`config.mk`:
```
export PLATFORM = sky130hd
export DESIGN_NAME = eic_top
export DESIGN_NICKNAME = d
export VERILOG_FILES = /design/src/hw/eic_pkg.sv /design/src/hw/eic_rst_sync.sv /design/src/hw/eic_prio_enc.sv /design/src/hw/eic_top.sv
export SDC_FILE = /design/constraint.sdc
export NUM_CORES = 1
export LEC_CHECK = 0
export BUFFER_PORTS_ARGS = -buffer_cell sky130_fd_sc_hd__clkbuf_2
export CAP_MARGIN = 25
export CELL_PAD_IN_SITES_DETAIL_PLACEMENT = 0
export CELL_PAD_IN_SITES_GLOBAL_PLACEMENT = 2
export CORE_MARGIN = 2
export CORE_UTILIZATION = 41
export CTS_CLUSTER_DIAMETER = 200
export DETAILED_ROUTE_END_ITERATION = 8
export PLACE_DENSITY = 0.95
export SETUP_SLACK_MARGIN = 0.5
export SLEW_MARGIN = 40
export SYNTH_ARGS = -nofsm -noshare
export SYNTH_HDL_FRONTEND = slang
export SYNTH_SLANG_ARGS = --single-unit
```
`constraint.sdc`:
```
create_clock -name sys_clk -period 12.25 [get_ports sys_clk]
set_input_delay 0.6125 -clock sys_clk [delete_from_list [all_inputs] [get_ports sys_clk]]
set_output_delay 0.6125 -clock sys_clk [all_outputs]
set_load 0.05 [all_outputs]
```
`src/hw/eic_pkg.sv`:
```
// Functional notes
// 40 levels: 8 regular, 32 bridge levels.
// Enhanced mode uses two pending, two mask registers.
// Enhanced enable bit selects mode; clear means regular.
// Reset leaves the regular controller running.
// Relocation gives each source its own vector.
// Relocation needs exception table relocation bit set.
// Dedicated relocation enable bit and table base register.
// Low priority masking masks same/lower levels in service.
// Software order: base, table, prefix, relocate, enable.
// Vector is base plus priority-ordered slot offset.
package eic_pkg;

   // Widths of the source groups
   localparam int unsigned ADDR_W    = 8;
   localparam int unsigned DATA_W    = 32;
   localparam int unsigned N_PIN     = 8;
   localparam int unsigned N_SYS     = 8;
   localparam int unsigned N_BRIDGE  = 32;
   localparam int unsigned N_REG     = 16;
   localparam int unsigned N_SRC     = 48;
   localparam int unsigned N_HI      = 16;
   localparam int unsigned IDX_W     = 6;
   localparam int unsigned N_EV      = 2;

   // Register offsets (byte addresses)
   localparam logic [7:0] OFS_SYSIF_CFG  = 8'h00;
   localparam logic [7:0] OFS_BB_CFG     = 8'h04;
   localparam logic [7:0] OFS_RELOC_BASE = 8'h08;
   localparam logic [7:0] OFS_PEND_LEG   = 8'h0c;
   localparam logic [7:0] OFS_MASK_LEG   = 8'h10;
   localparam logic [7:0] OFS_PEND_A     = 8'h14;
   localparam logic [7:0] OFS_PEND_B     = 8'h18;
   localparam logic [7:0] OFS_MASK_A     = 8'h1c;
   localparam logic [7:0] OFS_MASK_B     = 8'h20;
   localparam logic [7:0] OFS_SVC_MASK_A = 8'h24;
   localparam logic [7:0] OFS_SVC_MASK_B = 8'h28;
   localparam logic [7:0] OFS_VEC_CODE   = 8'h2c;
   localparam logic [7:0] OFS_EV_STATUS  = 8'h30;
   localparam logic [7:0] OFS_EV_MASK    = 8'h34;
   localparam logic [7:0] OFS_INSVC_A    = 8'h38;
   localparam logic [7:0] OFS_INSVC_B    = 8'h3c;

   // Field positions
   localparam int unsigned SYSIF_ENH_BIT = 0;
   localparam int unsigned SYSIF_LPM_BIT = 1;
   localparam int unsigned BB_EXC_TABLE_RELOC_ENABLE_BIT   = 0;
   localparam int unsigned BB_RELOC_BIT  = 1;
   localparam int unsigned EV_ACK        = 0;
   localparam int unsigned EV_CFG_ERR    = 1;

   // Reset values and vector layout
   localparam logic [31:0] RELOC_BASE_RST = 32'h0000_0000;
   localparam logic [31:0] EXT_VECTOR_DEF = 32'h0000_0100;
   localparam int unsigned SLOT_SHIFT     = 2;

   typedef struct packed {
      logic lpm_en;
      logic enh_en;
   } eic_sysif_s;

   typedef struct packed {
      logic reloc_en;
      logic exc_table_reloc_enable;
   } eic_bbcfg_s;

   typedef enum logic [1:0] {
      EIC_IDLE   = 2'b00,
      EIC_REQ    = 2'b01,
      EIC_SETTLE = 2'b11
   } eic_state_e;

   // Sticky update where a set beats a clear in the same cycle
   function automatic logic [31:0] eic_sticky(input logic [31:0] cur,
                                              input logic [31:0] set,
                                              input logic [31:0] clr);
      return (cur & ~clr) | set;
   endfunction

endpackage

```
`src/hw/eic_rst_sync.sv`:
```
`timescale 1ns/1ps
module eic_rst_sync (
   input  wire logic sys_clk,    // System clock
   input  wire logic rst_n,      // Asynchronous reset, active low
   output logic      rst_sync_n  // Released copy, active low
);
   logic meta_n_r;

   // Two stages so the release never lands near an edge
   always_ff @(posedge sys_clk or negedge rst_n) begin
      if (!rst_n) begin
         meta_n_r   <= 1'b0;
         rst_sync_n <= 1'b0;
      end else begin
         meta_n_r   <= 1'b1;
         rst_sync_n <= meta_n_r;
      end
   end
endmodule // eic_rst_sync

```
`src/hw/eic_prio_enc.sv`:
```
`timescale 1ns/1ps
module eic_prio_enc
   import eic_pkg::*;
(
   input  wire logic [N_SRC-1:0] req,   // Request vector, bit 0 highest
   output logic                  valid, // Any bit set
   output logic [IDX_W-1:0]      idx    // Lowest set index
);
   // Scan downward so the lowest index wins
   always_comb begin
      valid = 1'b0;
      idx   = '0;
      for (int i = N_SRC - 1; i >= 0; i--) begin
         if (req[i]) begin
            valid = 1'b1;
            idx   = IDX_W'(i);
         end
      end
   end
endmodule // eic_prio_enc

```
`src/hw/eic_top.sv`:
```
`timescale 1ns/1ps
module eic_top
   import eic_pkg::*;
#(
   parameter logic [31:0] EXT_VECTOR = EXT_VECTOR_DEF // Shared vector, value arbitrary
) (
   input  wire logic              sys_clk,      // 250 MHz system clock
   input  wire logic              rst_n,        // Asynchronous reset, active low
   input  wire logic [ADDR_W-1:0] reg_addr,     // Register byte address
   input  wire logic [DATA_W-1:0] reg_wdata,    // Write data
   input  wire logic              reg_wr,       // Write strobe
   input  wire logic              reg_rd,       // Read strobe
   output logic      [DATA_W-1:0] reg_rdata,    // Read data, cycle after strobe
   input  wire logic [N_PIN-1:0]  irq_pin,      // Interrupt pins, high = request
   input  wire logic [N_SYS-1:0]  sysif_level,  // System interface levels
   input  wire logic [N_BRIDGE-1:0] bridge_level, // Intermodule bridge levels
   input  wire logic              core_ack,     // Core takes the exception
   output logic                   core_irq,     // Request to the core
   output logic      [31:0]       core_vector,  // Exception vector address
   output logic      [IDX_W-1:0]  core_code,    // Code of the offered source
   output logic                   evt_irq       // Event interrupt, level
);

   logic rst_sync_n;

   eic_rst_sync u_rst (
      .sys_clk    (sys_clk),
      .rst_n      (rst_n),
      .rst_sync_n (rst_sync_n)
   );

   // Configuration and mask registers
   eic_sysif_s          sysif_r,      sysif_nxt;
   eic_bbcfg_s          bbcfg_r,      bbcfg_nxt;
   logic [31:0]         base_r,       base_nxt;
   logic [N_REG-1:0]    mask_leg_r,   mask_leg_nxt;
   logic [31:0]         mask_a_r,     mask_a_nxt;
   logic [N_HI-1:0]     mask_b_r,     mask_b_nxt;
   logic [N_EV-1:0]     ev_stat_r,    ev_stat_nxt;
   logic [N_EV-1:0]     ev_mask_r,    ev_mask_nxt;
   logic [31:0]         insvc_a_r,    insvc_a_nxt;
   logic [N_HI-1:0]     insvc_b_r,    insvc_b_nxt;
   logic [N_SRC-1:0]    svc_mask_r,   svc_mask_nxt;
   logic [DATA_W-1:0]   rdata_r,      rdata_nxt;
   eic_state_e          state_r,      state_nxt;
   logic                irq_r,        irq_nxt;
   logic [31:0]         vec_r,        vec_nxt;
   logic [IDX_W-1:0]    code_r,       code_nxt;
   logic                evt_r,        evt_nxt;

   // Source gathering
   logic [N_REG-1:0]    reg_src;
   logic [N_SRC-1:0]    pend;
   logic [N_SRC-1:0]    mask_eff;
   logic [N_SRC-1:0]    eligible;
   logic [N_SRC-1:0]    insvc;
   logic                win_valid;
   logic [IDX_W-1:0]    win_idx;
   logic                svc_valid;
   logic [IDX_W-1:0]    svc_idx;
   logic                reloc_active;
   logic                cfg_err;
   logic [N_SRC-1:0]    ack_set;
   logic                wr_ev_stat;
   logic                wr_insvc_a;
   logic                wr_insvc_b;

   // Pins and levels interleave, pin k just above level k
   always_comb begin
      reg_src = '0;
      for (int k = 0; k < N_SYS; k++) begin
         reg_src[2*k]   = irq_pin[k];
         reg_src[2*k+1] = sysif_level[k];
         if (!sysif_r.enh_en) begin
            // Regular mode folds the bridge onto the 8 levels
            for (int j = k; j < N_BRIDGE; j += N_SYS) begin
               reg_src[2*k+1] = reg_src[2*k+1] | bridge_level[j];
            end
         end
      end
   end

   // Enhanced mode adds the 32 bridge levels below the regular set
   assign pend = sysif_r.enh_en ? {bridge_level, reg_src}
                                : {{N_BRIDGE{1'b0}}, reg_src};

   // Mask source follows the mode
   assign mask_eff = sysif_r.enh_en ? {mask_b_r, mask_a_r}
                                    : {{N_BRIDGE{1'b0}}, mask_leg_r};

   // In-service tracking only matters with automatic masking
   assign insvc    = {insvc_b_r, insvc_a_r};
   assign eligible = pend & mask_eff & ~svc_mask_r;

   eic_prio_enc u_win (
      .req   (eligible),
      .valid (win_valid),
      .idx   (win_idx)
   );

   // Highest source in service sets the masking floor
   eic_prio_enc u_svc (
      .req   (insvc),
      .valid (svc_valid),
      .idx   (svc_idx)
   );

   // Relocation needs its own bit, the table bit and enhanced mode
   assign reloc_active = sysif_r.enh_en & bbcfg_r.reloc_en & bbcfg_r.exc_table_reloc_enable;
   assign cfg_err      = sysif_r.enh_en & bbcfg_r.reloc_en & ~bbcfg_r.exc_table_reloc_enable;

   // Service mask covers the floor and everything below it
   always_comb begin
      svc_mask_nxt = '0;
      for (int i = 0; i < N_SRC; i++) begin
         if (sysif_r.enh_en && sysif_r.lpm_en && svc_valid &&
             (IDX_W'(i) >= svc_idx)) begin
            svc_mask_nxt[i] = 1'b1;
         end
      end
   end

   // Request state machine towards the core
   always_comb begin
      state_nxt = state_r;
      irq_nxt   = irq_r;
      vec_nxt   = vec_r;
      code_nxt  = code_r;
      ack_set   = '0;
      case (state_r)
         EIC_IDLE: begin
            if (win_valid) begin
               state_nxt = EIC_REQ;
               irq_nxt   = 1'b1;
            end
         end
         EIC_REQ: begin
            if (core_ack) begin
               // Hold off one cycle so the new service mask settles
               state_nxt = EIC_SETTLE;
               irq_nxt   = 1'b0;
               if (sysif_r.enh_en && sysif_r.lpm_en) begin
                  ack_set[code_r] = 1'b1;
               end
            end else if (!win_valid) begin
               state_nxt = EIC_IDLE;
               irq_nxt   = 1'b0;
            end
         end
         EIC_SETTLE: begin
            state_nxt = EIC_IDLE;
         end
         default: begin
            state_nxt = EIC_IDLE;
            irq_nxt   = 1'b0;
         end
      endcase
      // Vector tracks the winner until the core takes it
      if (state_nxt == EIC_REQ && win_valid && !core_ack) begin
         code_nxt = win_idx;
         if (reloc_active) begin
            vec_nxt = base_r + (32'(win_idx) << SLOT_SHIFT);
         end else begin
            vec_nxt = EXT_VECTOR;
         end
      end
   end

   // Write side decode of the one-to-clear registers
   assign wr_ev_stat = reg_wr && (reg_addr == OFS_EV_STATUS);
   assign wr_insvc_a = reg_wr && (reg_addr == OFS_INSVC_A);
   assign wr_insvc_b = reg_wr && (reg_addr == OFS_INSVC_B);

   // Register writes and sticky updates
   always_comb begin
      logic [31:0] ev_tmp;
      logic [31:0] insb_tmp;
      ev_tmp       = '0;
      insb_tmp     = '0;
      sysif_nxt    = sysif_r;
      bbcfg_nxt    = bbcfg_r;
      base_nxt     = base_r;
      mask_leg_nxt = mask_leg_r;
      mask_a_nxt   = mask_a_r;
      mask_b_nxt   = mask_b_r;
      ev_mask_nxt  = ev_mask_r;
      if (reg_wr) begin
         case (reg_addr)
            OFS_SYSIF_CFG: begin
               sysif_nxt.enh_en = reg_wdata[SYSIF_ENH_BIT];
               sysif_nxt.lpm_en = reg_wdata[SYSIF_LPM_BIT];
            end
            OFS_BB_CFG: begin
               bbcfg_nxt.exc_table_reloc_enable     = reg_wdata[BB_EXC_TABLE_RELOC_ENABLE_BIT];
               bbcfg_nxt.reloc_en = reg_wdata[BB_RELOC_BIT];
            end
            OFS_RELOC_BASE: base_nxt     = reg_wdata;
            OFS_MASK_LEG:   mask_leg_nxt = reg_wdata[N_REG-1:0];
            OFS_MASK_A:     mask_a_nxt   = reg_wdata;
            OFS_MASK_B:     mask_b_nxt   = reg_wdata[N_HI-1:0];
            OFS_EV_MASK:    ev_mask_nxt  = reg_wdata[N_EV-1:0];
            default: begin
            end
         endcase
      end
      // Events win over a clear landing in the same cycle
      ev_tmp      = eic_sticky({30'h0, ev_stat_r},
                               {30'h0, cfg_err, ack_set != '0},
                               wr_ev_stat ? reg_wdata : 32'h0);
      ev_stat_nxt = ev_tmp[N_EV-1:0];
      // Service end is a one-to-clear of the in-service bit
      insvc_a_nxt = eic_sticky(insvc_a_r, ack_set[31:0],
                               wr_insvc_a ? reg_wdata : 32'h0);
      insb_tmp    = eic_sticky({16'h0, insvc_b_r}, {16'h0, ack_set[N_SRC-1:32]},
                               wr_insvc_b ? reg_wdata : 32'h0);
      insvc_b_nxt = insb_tmp[N_HI-1:0];
      // Leaving enhanced masking drops any stale service state
      if (!(sysif_r.enh_en && sysif_r.lpm_en)) begin
         insvc_a_nxt = '0;
         insvc_b_nxt = '0;
      end
      evt_nxt = |(ev_stat_nxt & ev_mask_nxt);
   end

   // Read mux, data valid in the cycle after the strobe
   always_comb begin
      rdata_nxt = '0;
      if (reg_rd) begin
         case (reg_addr)
            OFS_SYSIF_CFG: begin
               rdata_nxt[SYSIF_ENH_BIT] = sysif_r.enh_en;
               rdata_nxt[SYSIF_LPM_BIT] = sysif_r.lpm_en;
            end
            OFS_BB_CFG: begin
               rdata_nxt[BB_EXC_TABLE_RELOC_ENABLE_BIT]  = bbcfg_r.exc_table_reloc_enable;
               rdata_nxt[BB_RELOC_BIT] = bbcfg_r.reloc_en;
            end
            OFS_RELOC_BASE: rdata_nxt = base_r;
            // Legacy pending reads zero in enhanced mode
            OFS_PEND_LEG:   rdata_nxt = sysif_r.enh_en ? 32'h0 : {16'h0, reg_src};
            OFS_MASK_LEG:   rdata_nxt = {16'h0, mask_leg_r};
            OFS_PEND_A:     rdata_nxt = sysif_r.enh_en ? pend[31:0] : 32'h0;
            OFS_PEND_B:     rdata_nxt = sysif_r.enh_en ? {16'h0, pend[N_SRC-1:32]} : 32'h0;
            OFS_MASK_A:     rdata_nxt = mask_a_r;
            OFS_MASK_B:     rdata_nxt = {16'h0, mask_b_r};
            OFS_SVC_MASK_A: rdata_nxt = svc_mask_r[31:0];
            OFS_SVC_MASK_B: rdata_nxt = {16'h0, svc_mask_r[N_SRC-1:32]};
            OFS_VEC_CODE:   rdata_nxt = {26'h0, code_r};
            OFS_EV_STATUS:  rdata_nxt = {30'h0, ev_stat_r};
            OFS_EV_MASK:    rdata_nxt = {30'h0, ev_mask_r};
            OFS_INSVC_A:    rdata_nxt = insvc_a_r;
            OFS_INSVC_B:    rdata_nxt = {16'h0, insvc_b_r};
            default:        rdata_nxt = '0;
         endcase
      end
   end

   // All state registers; reset leaves the regular controller active
   always_ff @(posedge sys_clk or negedge rst_sync_n) begin
      if (!rst_sync_n) begin
         sysif_r    <= '0;
         bbcfg_r    <= '0;
         base_r     <= RELOC_BASE_RST;
         mask_leg_r <= '0;
         mask_a_r   <= '0;
         mask_b_r   <= '0;
         ev_stat_r  <= '0;
         ev_mask_r  <= '0;
         insvc_a_r  <= '0;
         insvc_b_r  <= '0;
         svc_mask_r <= '0;
         rdata_r    <= '0;
         state_r    <= EIC_IDLE;
         irq_r      <= 1'b0;
         vec_r      <= '0;
         code_r     <= '0;
         evt_r      <= 1'b0;
      end else begin
         sysif_r    <= sysif_nxt;
         bbcfg_r    <= bbcfg_nxt;
         base_r     <= base_nxt;
         mask_leg_r <= mask_leg_nxt;
         mask_a_r   <= mask_a_nxt;
         mask_b_r   <= mask_b_nxt;
         ev_stat_r  <= ev_stat_nxt;
         ev_mask_r  <= ev_mask_nxt;
         insvc_a_r  <= insvc_a_nxt;
         insvc_b_r  <= insvc_b_nxt;
         svc_mask_r <= svc_mask_nxt;
         rdata_r    <= rdata_nxt;
         state_r    <= state_nxt;
         irq_r      <= irq_nxt;
         vec_r      <= vec_nxt;
         code_r     <= code_nxt;
         evt_r      <= evt_nxt;
      end
   end

   // Outputs straight from flip-flops
   assign reg_rdata   = rdata_r;
   assign core_irq    = irq_r;
   assign core_vector = vec_r;
   assign core_code   = code_r;
   assign evt_irq     = evt_r;

endmodule // eic_top

```
# Word level (Yosys, flattened, before mapping)
# Cells that the tools add are included.
[op_classes]
n_lt_le_gt_ge = 50
div_mod_pow = 0
bitwise_logic = 50
eq_ne = 20
shifts = 0
n_addsub = 1
reduce_logical = 68
multipliers = 0
n_mux = 277
[op_table]
columns = ["op", "n"]
rows = [
  ["$mux 6", 96],
  ["$pmux 30 s12", 1],
  ["$mux 48", 5],
  ["$mux 32", 5],
  ["$mux 1", 156],
  ["$and 48x48->48", 2],
  ["$ge 5x6->1 const A", 16],
  ["$ge 6x6->1 const A", 16],
  ["$eq 8x6->1 const B", 8],
  ["$mux 16", 4],
  ["$logic_and 1x1->1", 56],
  ["$ge 4x6->1 const A", 8],
  ["$not 48->48", 1],
  ["$reduce_bool 48->1", 1],
  ["$add 32x8->32", 1],
  ["$and 32x32->32", 1],
  ["$eq 8x5->1 const B", 4],
  ["$not 32->32", 1],
  ["$or 1x1->1", 32],
  ["$or 32x32->32", 1],
  ["$pmux 2 s16", 1],
  ["$ge 3x6->1 const A", 4],
  ["$and 16x16->16", 1],
  ["$eq 8x4->1 const B", 2],
  ["other kinds (26)", 43],
]
[totals]
inputBits = 93
mem_bits_ro = 0
ramBits = 0
mem_count = 0
ff_bits = 276
out_inout_bits = 72
latch_bits = 0

# Depth between registers and ports, before layout
# Gate-level depths: netlist (run 1).
[depth]
word_depth = 62
mapped_depth = 21
ltp_nobuf = 17

# By module
# From an unflattened synthesis (run 1), not the netlist that was laid out.
[unflattened]
hier_cells = 1499
hier_area_um2 = 15272.1
[modules_own_cells]
columns = ["module", "n_inst", "cells_each", "area_each_um2"]
rows = [
  ["eic_top", 1, 1280, 13957.1],
  ["eic_prio_enc", 2, 108, 630.6],
  ["eic_rst_sync", 1, 3, 53.8],
]

# Worst setup path after synthesis (run 1)
# Ideal clock, no wire load.
[synth_timing]
kind = "input to register"
from = "in bridge_level[0]"
to = "reg vec_r[26], in the netlist core_vector[26]"
t_arrival_ns = 4.260
path_slack_ns = 7.894
cell_stages = 12
required_ns = 12.154
setup_time_ns = 0.096
path_buffers = 0
path_cell_list = "or4_1 o21a_1 or3_1 or4_4 or2_1 nor2b_1 ha_1 a21boi_0 o311ai_1 nor3_1 xnor2_1 o31ai_1"
[synth_between]
elab_cells_between_ends = 51
[synth_lines]
columns = ["element", "line", "text"]
rows = [
  ["start, declared", "eic_top.sv:16", "input wire logic [N_BRIDGE-1:0] bridge_level,"],
  ["$mux 48 (*)", "eic_top.sv:84", "assign pend = sysif_r.enh_en ? {bridge_level, reg_src}"],
  ["$and 48x48->48 (*) (2 in series)", "eic_top.sv:93", "assign eligible = pend & mask_eff & ~svc_mask_r;"],
  ["$mux 6 (15 in series)", "eic_prio_enc.sv:14", "if (req[i]) begin"],
  ["$mux 6 (*) (2 in series)", "eic_prio_enc.sv:14", ""],
  ["named net u_win.idx[4]", "eic_prio_enc.sv:7", "output logic [IDX_W-1:0] idx"],
  ["$add 32x8->32 (*)", "eic_top.sv:162", "vec_nxt = base_r + (32'(win_idx) << SLOT_SHIFT);"],
  ["$mux 32 (*)", "eic_top.sv:161", "if (reloc_active) begin"],
  ["end signal, assigned", "eic_top.sv:293", "vec_r <= vec_nxt;"],
  ["end, declared", "eic_top.sv:47", "logic [31:0] vec_r, vec_nxt;"],
]
# The timed path passes the listed nets; every way through them passes the cells marked *.
# A chain may end at the register's enable or synchronous reset.

# Final worst setup path (run 1)
[layout_timing]
from = "reg sysif_r[0] in the netlist's numbering"
to = "reg vec_r[30], in the netlist core_vector[30]"
[layout_between]
elab_cells_between_ends = 119
[layout_lines]
columns = ["element", "line", "text"]
rows = [
  ["start, declared", "eic_top.sv:33", "eic_sysif_s sysif_r, sysif_nxt;"],
  ["start signal, assigned", "eic_top.sv:279", "sysif_r <= sysif_nxt;"],
  ["$mux 48, on equally long branches", "eic_top.sv:84, eic_top.sv:88", ""],
  ["$and 48x48->48 (*) (2 in series)", "eic_top.sv:93", ""],
  ["$mux 6 (47 in series)", "eic_prio_enc.sv:14", ""],
  ["$mux 6 (*)", "eic_prio_enc.sv:14", ""],
  ["named net u_win.idx[0]", "eic_prio_enc.sv:7", ""],
  ["$add 32x8->32 (*)", "eic_top.sv:162", ""],
  ["$mux 32 (*)", "eic_top.sv:161", ""],
]
# Marked as above.

==> results.sh, run 1 <==
export IMPL_avgSynthCellArea_um2=9.95
export IMPL_path_buf_inv=3
export IMPL_period_needed_ps=5260
export IMPL_clockRootBuffer="clkbuf_16"
export IMPL_synth_edf_count=0
export IMPL_final_area_mm2=0.0172
export IMPL_met3WireLength_um=6990
export IMPL_hp_class="input pin to flop"
export IMPL_cp_slowest_stage_delay_ps=650
export IMPL_start_kind="flop"
export IMPL_die_y_um=193
export IMPL_grt_pass1_wl_um=89800
export IMPL_num_vias=13866
export IMPL_num_io_pins=165
export IMPL_clkSlewWorstSetupHoldPaths_ps=70
export IMPL_row_count=69
export IMPL_power_density_mw_per_mm2=135
export IMPL_ys_ff_latch=276
export IMPL_route_met2_wl_um=26200
export IMPL_die_w_um=193
export IMPL_post_drt_wl_per_cell_um=29.4
export IMPL_grt_max_degree=157
export IMPL_layout_drive_gt1_share_pct=23.3
export IMPL_ys_types=76
export IMPL_synth_yosys_warnings=0
export IMPL_setup_total_negative_slack_ps=0
export IMPL_cts_resized_gates=0
export IMPL_place_hpwl_um=45900
export IMPL_placed_area_mm2=0.0160
export IMPL_grt_usage_pct=33.3
export IMPL_via_per_inst=6.58
export IMPL_h_tree_depth=1
export IMPL_status="finished clean"
export IMPL_synthTopCellsByArea="dfrtp_1, mux2_2, a22oi_1, nand2_1, nor2_1"
export IMPL_ir_drop_v=0.000104
export IMPL_grt_pass1_vias=13457
export IMPL_critPathSlowestCell="buf_4"
export IMPL_routed_top_layer="met4"
export IMPL_core_area_mm2=0.0353
export IMPL_synth_top_area_cell="dfrtp_1"
export IMPL_worstSetupPathType="flop to flop"
export IMPL_insertion_delay_ps=610
export IMPL_relSlewSlack_pct=42.9
export IMPL_cts_sinks=276
export IMPL_grt_antenna_before_repair=0
export IMPL_numPortBuffers=164
export IMPL_rsz0062_at_grt="no"
export IMPL_syn_area_mm2=0.0146
export IMPL_grt_remaining_overflow=0
export IMPL_synth_cells=1468
export IMPL_synth_main_ff_cell="dfrtp_1"
export IMPL_drv_cap=0
export IMPL_met1_length_um=24800
export IMPL_route_detailed_drc=0
export IMPL_wl_um=62000
export IMPL_crit_chain="buf_4 -> nand4b_1 -> o21ai_0 -> a2111oi_0 -> a221oi_1 -> a21oi_1 -> o2111a_1 -> nor2_1 -> ha_1 -> inv_1 -> fa_1 -> nor2b_1 -> o21ai_0 -> a21boi_0 -> o311ai_1 -> buf_4 -> nor3_1 -> xnor2_1 -> o31ai_1"
export IMPL_clk_path_buf_depth=3
export IMPL_dieArea_mm2=0.0371
export IMPL_leakagePower_uw=0.00761
export IMPL_cts_tree="done"
export IMPL_cp_required_ps=12720
export IMPL_worstSetupEndpointType="flop"
export IMPL_arrival_ps=5730
export IMPL_hold_buffers=1
export IMPL_slew_violations=0
export IMPL_async_reset_ff_share_pct=100
export IMPL_worst_pin_slew_ps=855
export IMPL_final_nets=1721
export IMPL_synth_top_area_share_pct=47.3
export IMPL_syn2layout_area_growth_pct=17.5
export IMPL_skew_ps=48.5
export IMPL_drtAntennaViolNets=0
export IMPL_initial_core_util_pct=41.3
export IMPL_cts_setup_buffers=0
export IMPL_gp_congestion=0.959
export IMPL_hold_violations=0
export IMPL_crit_family="compound AO/OA/AOI/OAI gates"
export IMPL_cts_buffers=31
export IMPL_ys_seq_area_share_pct=47.3
export IMPL_syn_nets=1568
export IMPL_drt_iter0_markers=1880
export IMPL_setup_violations=0
export IMPL_fmaxAchievable_mhz=190
export IMPL_first_pass_iters=8
export IMPL_worstPathMaxFanout=66
export IMPL_period_share_pct=42.9
[where the power goes]
group	switching [uW]	leakage (uW)	internal [uW]
combinational	225	0.00326	83.6
clock	402	0.000542	627
sequential	33.8	0.00381	939
[metrics by stage]
step	power [uW]	instances	util (%)	hold slack, ps	setup slack [ps]
after global placement	1280	2045	45.1	337	7290
after floorplan	1150	1468	-	317	3990
after global routing	2380	2107	48.6	280	6640
after CTS	2310	2106	48.4	282	7140
after detailed placement	1280	2047	45.2	319	7160
final	2310	2108	48.6	276	6990
[cell usage after synthesis, drive strengths merged, types with 8 or more instances]
master,n
a22oi,102
or2,10
clkbuf,58
nand2,160
nand3b,10
dfrtp,276
and4b,15
nor2,140
mux2i,8
a31oi,45
a21oi,42
nand2b,9
a22o,21
nand3,30
o311ai,8
inv,30
mux2,104
and2,11
nor3b,16
and3,20
nor3,27
nand4,14
a221oi,23
or4,10
a222oi,16
buf,20
nor2b,11
o31ai,35
xnor2,20
nor4,16
nand4b,35
o21ai,41
[layer usage]
layer / vias to the layer above / global-route usage, %
li1: 5893 / -
met1: 6845 / 45.6
met2: 922 / 48.7
met3: 206 / 7.55
met4: 0 / 18.5
met5: - / 0
[final cells by class]
| cell class | count | area (um2) |
|---|---|---|
| antenna | 1 | 2.50 |
| clock buffer | 43 | 881 |
| clock inverter | 15 | 240 |
| fill | 3337 | 18200 |
| inverter | 30 | 113 |
| multi-input combinational | 1084 | 7310 |
| sequential | 276 | 6910 |
| tap | 461 | 577 |
| timing repair buffer | 198 | 1120 |
[flip-flops by register name (all words and copies together) (netlist names), 2 cells and up]
signal,flops
mask_b_r,16
sysif_r,2
reg_rdata,32
mask_a_r,32
base_r,32
svc_mask_r,48
mask_leg_r,16
core_vector,32
insvc_b_r,16
ev_mask_r,2
state_r,2
ev_stat_r,2
core_code,6
bbcfg_r,2
insvc_a_r,32
[final timing paths]
path	from	to	slack (ps)	cells after the start
worst min-delay path	irq_pin[2]	reg_rdata[4]$_DFF_PN0_	280	3
min in group asynchronous	u_rst.rst_sync_n$_DFF_PN0_	base_r[12]$_DFFE_PN0P_	290	0
worst max register to register	sysif_r[0]$_DFFE_PN0P_	core_vector[30]$_DFFE_PN0P_	6990	19
max in group asynchronous	u_rst.rst_sync_n$_DFF_PN0_	core_vector[11]$_DFFE_PN0P_	10730	2
worst min register to register	u_rst.rst_sync_n$_DFF_PN0_	base_r[12]$_DFFE_PN0P_	290	0
worst max-delay path	sysif_r[0]$_DFFE_PN0P_	core_vector[30]$_DFFE_PN0P_	6990	19
[cells by family (layout without fill, tap and decap cells)]
kind of cell / after synthesis / after routing / share of synthesized area, %
XOR/XNOR: 27 / 27 / 1.62
AND/OR/NAND/NOR: 550 / 550 / 19.5
other: 1 / 2 / 0.0257
AO/OA/AOI/OAI: 387 / 387 / 19.2
adder cells (fa/ha/maj): 7 / 7 / 0.651
buffers and inverters: 108 / 286 / 3.13
flip-flops: 276 / 276 / 47.3
multiplexers: 112 / 112 / 8.57
[layout by cell type (no fill, tap or decap), drive strengths merged, types with 21 or more instances in the layout]
master / count
nor3: 27
nor2: 140
a21oi: 42
nand2: 160
buf: 33
clkbuf: 207
a22o: 21
a221oi: 23
dfrtp: 276
a22oi: 102
mux2: 104
nand3: 30
a31oi: 45
nand4b: 35
inv: 31
o21ai: 41
o31ai: 35
[worst reg2reg max path, cell delays in order (launching register included)]
cell	delay (ps)
dfrtp_2	600
buf_4	660
nand4b_1	340
o21ai_0	210
a2111oi_0	170
a221oi_1	340
a21oi_1	170
o2111a_1	270
nor2_1	110
ha_1	180
inv_1	60
fa_1	390
nor2b_1	160
o21ai_0	120
a21boi_0	500
o311ai_1	150
buf_4	190
nor3_1	220
xnor2_1	90
o31ai_1	210
No activity file was read; power rests on OpenSTA's default activity.
==> run 2, diff against run 1 <==
--- a/config.mk
+++ b/config.mk
@@ -10,10 +10,10 @@
 export CELL_PAD_IN_SITES_DETAIL_PLACEMENT = 0
 export CELL_PAD_IN_SITES_GLOBAL_PLACEMENT = 2
 export CORE_MARGIN = 2
-export CORE_UTILIZATION = 41
+export CORE_UTILIZATION = 38
 export CTS_CLUSTER_DIAMETER = 200
 export DETAILED_ROUTE_END_ITERATION = 8
-export PLACE_DENSITY = 0.95
+export PLACE_DENSITY = 0.92
 export SETUP_SLACK_MARGIN = 0.5
 export SLEW_MARGIN = 40
 export SYNTH_ARGS = -nofsm -noshare
==> constraint.sdc (replaced) <==
create_clock -name sys_clk -period 5.14 [get_ports sys_clk]
set_input_delay 0.257 -clock sys_clk [delete_from_list [all_inputs] [get_ports sys_clk]]
set_output_delay 0.257 -clock sys_clk [all_outputs]
set_load 0.05 [all_outputs]
==> results.sh, run 2 (synthesis gave the netlist of run 1 again) <==
export IMPL_hold_slack_ps=24.2
export IMPL_cp_required_ps=5630
export IMPL_dieArea_mm2=0.0400
export IMPL_critPathSlowestCell="dfrtp_4"
export IMPL_grt_pass1_vias=13299
export IMPL_clk_path_buf_depth=3
export IMPL_post_drt_wl_per_cell_um=28.2
export IMPL_setup_total_negative_slack_ps=0
export IMPL_cts_buffers=31
export IMPL_numPortBuffers=164
export IMPL_h_tree_depth=1
export IMPL_relSlewSlack_pct=41.5
export IMPL_final_nets=1751
export IMPL_status="finished clean"
export IMPL_drtAntennaViolNets=0
export IMPL_grt_remaining_overflow=0
export IMPL_largest_reg_flops=48
export IMPL_multi_input_area_mm2=0.00733
export IMPL_register_area_mm2=0.00691
export IMPL_final_cell_mix="dfrtp_1, clkbuf_2, nand2_1"
export IMPL_start_kind="flop"
export IMPL_hp_class="input pin to flop"
export IMPL_syn2layout_area_growth_pct=19.9
export IMPL_min_from="irq_pin[0]"
export IMPL_final_common_cell="dfrtp_1"
export IMPL_worstReg2RegStart="sysif_r[0]$_DFFE_PN0P_"
export IMPL_grt_usage_pct=31.0
export IMPL_min_to="reg_rdata[0]$_DFF_PN0_"
export IMPL_row_count=71
export IMPL_worstSetupPathType="flop to flop"
export IMPL_crit_chain="buf_12 -> and4b_1 -> nor4bb_1 -> nand3_1 -> a31oi_1 -> o21ai_0 -> a211o_1 -> fa_1 -> nor2b_1 -> o21ai_0 -> a21boi_2 -> o311ai_4 -> buf_12 -> nor3_1 -> xnor2_1 -> o31ai_1"
export IMPL_cts_tree="done"
export IMPL_layout_drive_gt1_share_pct=23.9
export IMPL_num_io_pins=165
export IMPL_clkSlewWorstSetupHoldPaths_ps=60
export IMPL_rrSetupSlack_ps=720
export IMPL_gp_congestion=1.01
export IMPL_ir_drop_v=0.000274
export IMPL_r2r_end="core_vector[26]$_DFFE_PN0P_"
export IMPL_worstSetupEndpointType="flop"
export IMPL_worstPathMaxFanout=30
export IMPL_grt_max_degree=148
export IMPL_cts_sinks=276
export IMPL_drt_iter0_markers=1645
export IMPL_grt_pass1_wl_um=89800
export IMPL_via_per_inst=6.32
export IMPL_cp_slowest_stage_delay_ps=590
export IMPL_drv_cap=0
export IMPL_wl_um=61600
export IMPL_fmaxAchievable_mhz=226
export IMPL_die_y_um=200
export IMPL_final_area_mm2=0.0175
export IMPL_holdPathStages=3
export IMPL_fin_cells=2187
export IMPL_placed_area_mm2=0.0161
export IMPL_clockRootBuffer="clkbuf_16"
export IMPL_top_register="svc_mask_r"
export IMPL_worst_pin_slew_ps=875
export IMPL_num_vias=13821
export IMPL_period_share_pct=86.0
export IMPL_place_inst=2104
export IMPL_initial_core_util_pct=38.7
export IMPL_leakagePower_uw=0.00774
export IMPL_arrival_ps=4910
export IMPL_antenna_cells=0
export IMPL_insertion_delay_ps=590
export IMPL_grt_antenna_before_repair=1
export IMPL_core_area_mm2=0.0378
export IMPL_route_detailed_drc=0
export IMPL_slew_violations=0
export IMPL_fillerInstances=3589
export IMPL_first_pass_iters=6
export IMPL_skew_ps=14.4
export IMPL_reg2regPathDepth=16
export IMPL_period_needed_ps=4420
export IMPL_hold_violations=0
export IMPL_final_core_util_pct=46.3
export IMPL_power_density_mw_per_mm2=309
export IMPL_die_w_um=200
export IMPL_place_hpwl_um=46400
export IMPL_setup_violations=0
export IMPL_rsz0062_at_grt="no"
## run 2: how the worst max path moves through the flow
stage,slack (ps),start,to,cells after the start
6_report,720,sysif_r[0]$_DFFE_PN0P_,core_vector[26]$_DFFE_PN0P_,16
5_1_grt,510,sysif_r[0]$_DFFE_PN0P_,core_vector[30]$_DFFE_PN0P_,16
4_1_cts,550,sysif_r[0]$_DFFE_PN0P_,core_vector[31]$_DFFE_PN0P_,14
3_5_place_dp,500,bridge_level[0],core_vector[31]$_DFFE_PN0P_,14
3_3_place_gp,400,sysif_r[0]$_DFFE_PN0P_,core_vector[26]$_DFFE_PN0P_,19
2_1_floorplan,620,u_rst.rst_sync_n$_DFF_PN0_,base_r[0]$_DFFE_PN0P_,0
## run 2: power by group
group / internal (uW) / switching, uW
registers: 2240 / 82.4
logic: 223 / 543
clock network: 1370 / 937
total: 3840 / 1560
## run 2: layout make-up
type	count	area share, %
repair buffers	228	8.17
clock buffers	45	5.19
clock inverters	13	0.915
multi-input cells	1084	41.9
flip-flops and latches	276	39.5
inverters	30	0.644
well taps	511	3.65
## run 2: metrics by stage
step | setup WS (ps) | total power (uW)
5_1_grt | 509 | 5550
4_1_cts | 548 | 5380
3_3_place_gp | 402 | 3080
6_report | 720 | 5400
3_5_place_dp | 497 | 3090
2_1_floorplan | 617 | 2740
## run 2: critical path: cells and delay by family (launching register included)
family / cells / cell delay, ps
and+or+nand+nor: 5 / 1140
AOI/OAI and AO/OA: 7 / 1680
DFF: 1 / 590
buffers and inverters: 2 / 370
xor gates and xnor gates: 1 / 90
adders and majority gates: 1 / 430
## run 2: routing by layer
layer,GRT usage [%],wire length [um],vias up
met5,0,0,-
met4,14.6,3300,0
met3,8.32,6510,181
met2,46.8,27000,814
met1,41.4,24900,6893
li1,-,-,5933
## run 2: repair_timing
item,CTS,global route
hold endpoints to repair,26,0
setup endpoints to repair,0,19
setup buffers,0,6
hold buffers,17,0
gates resized for setup,0,6
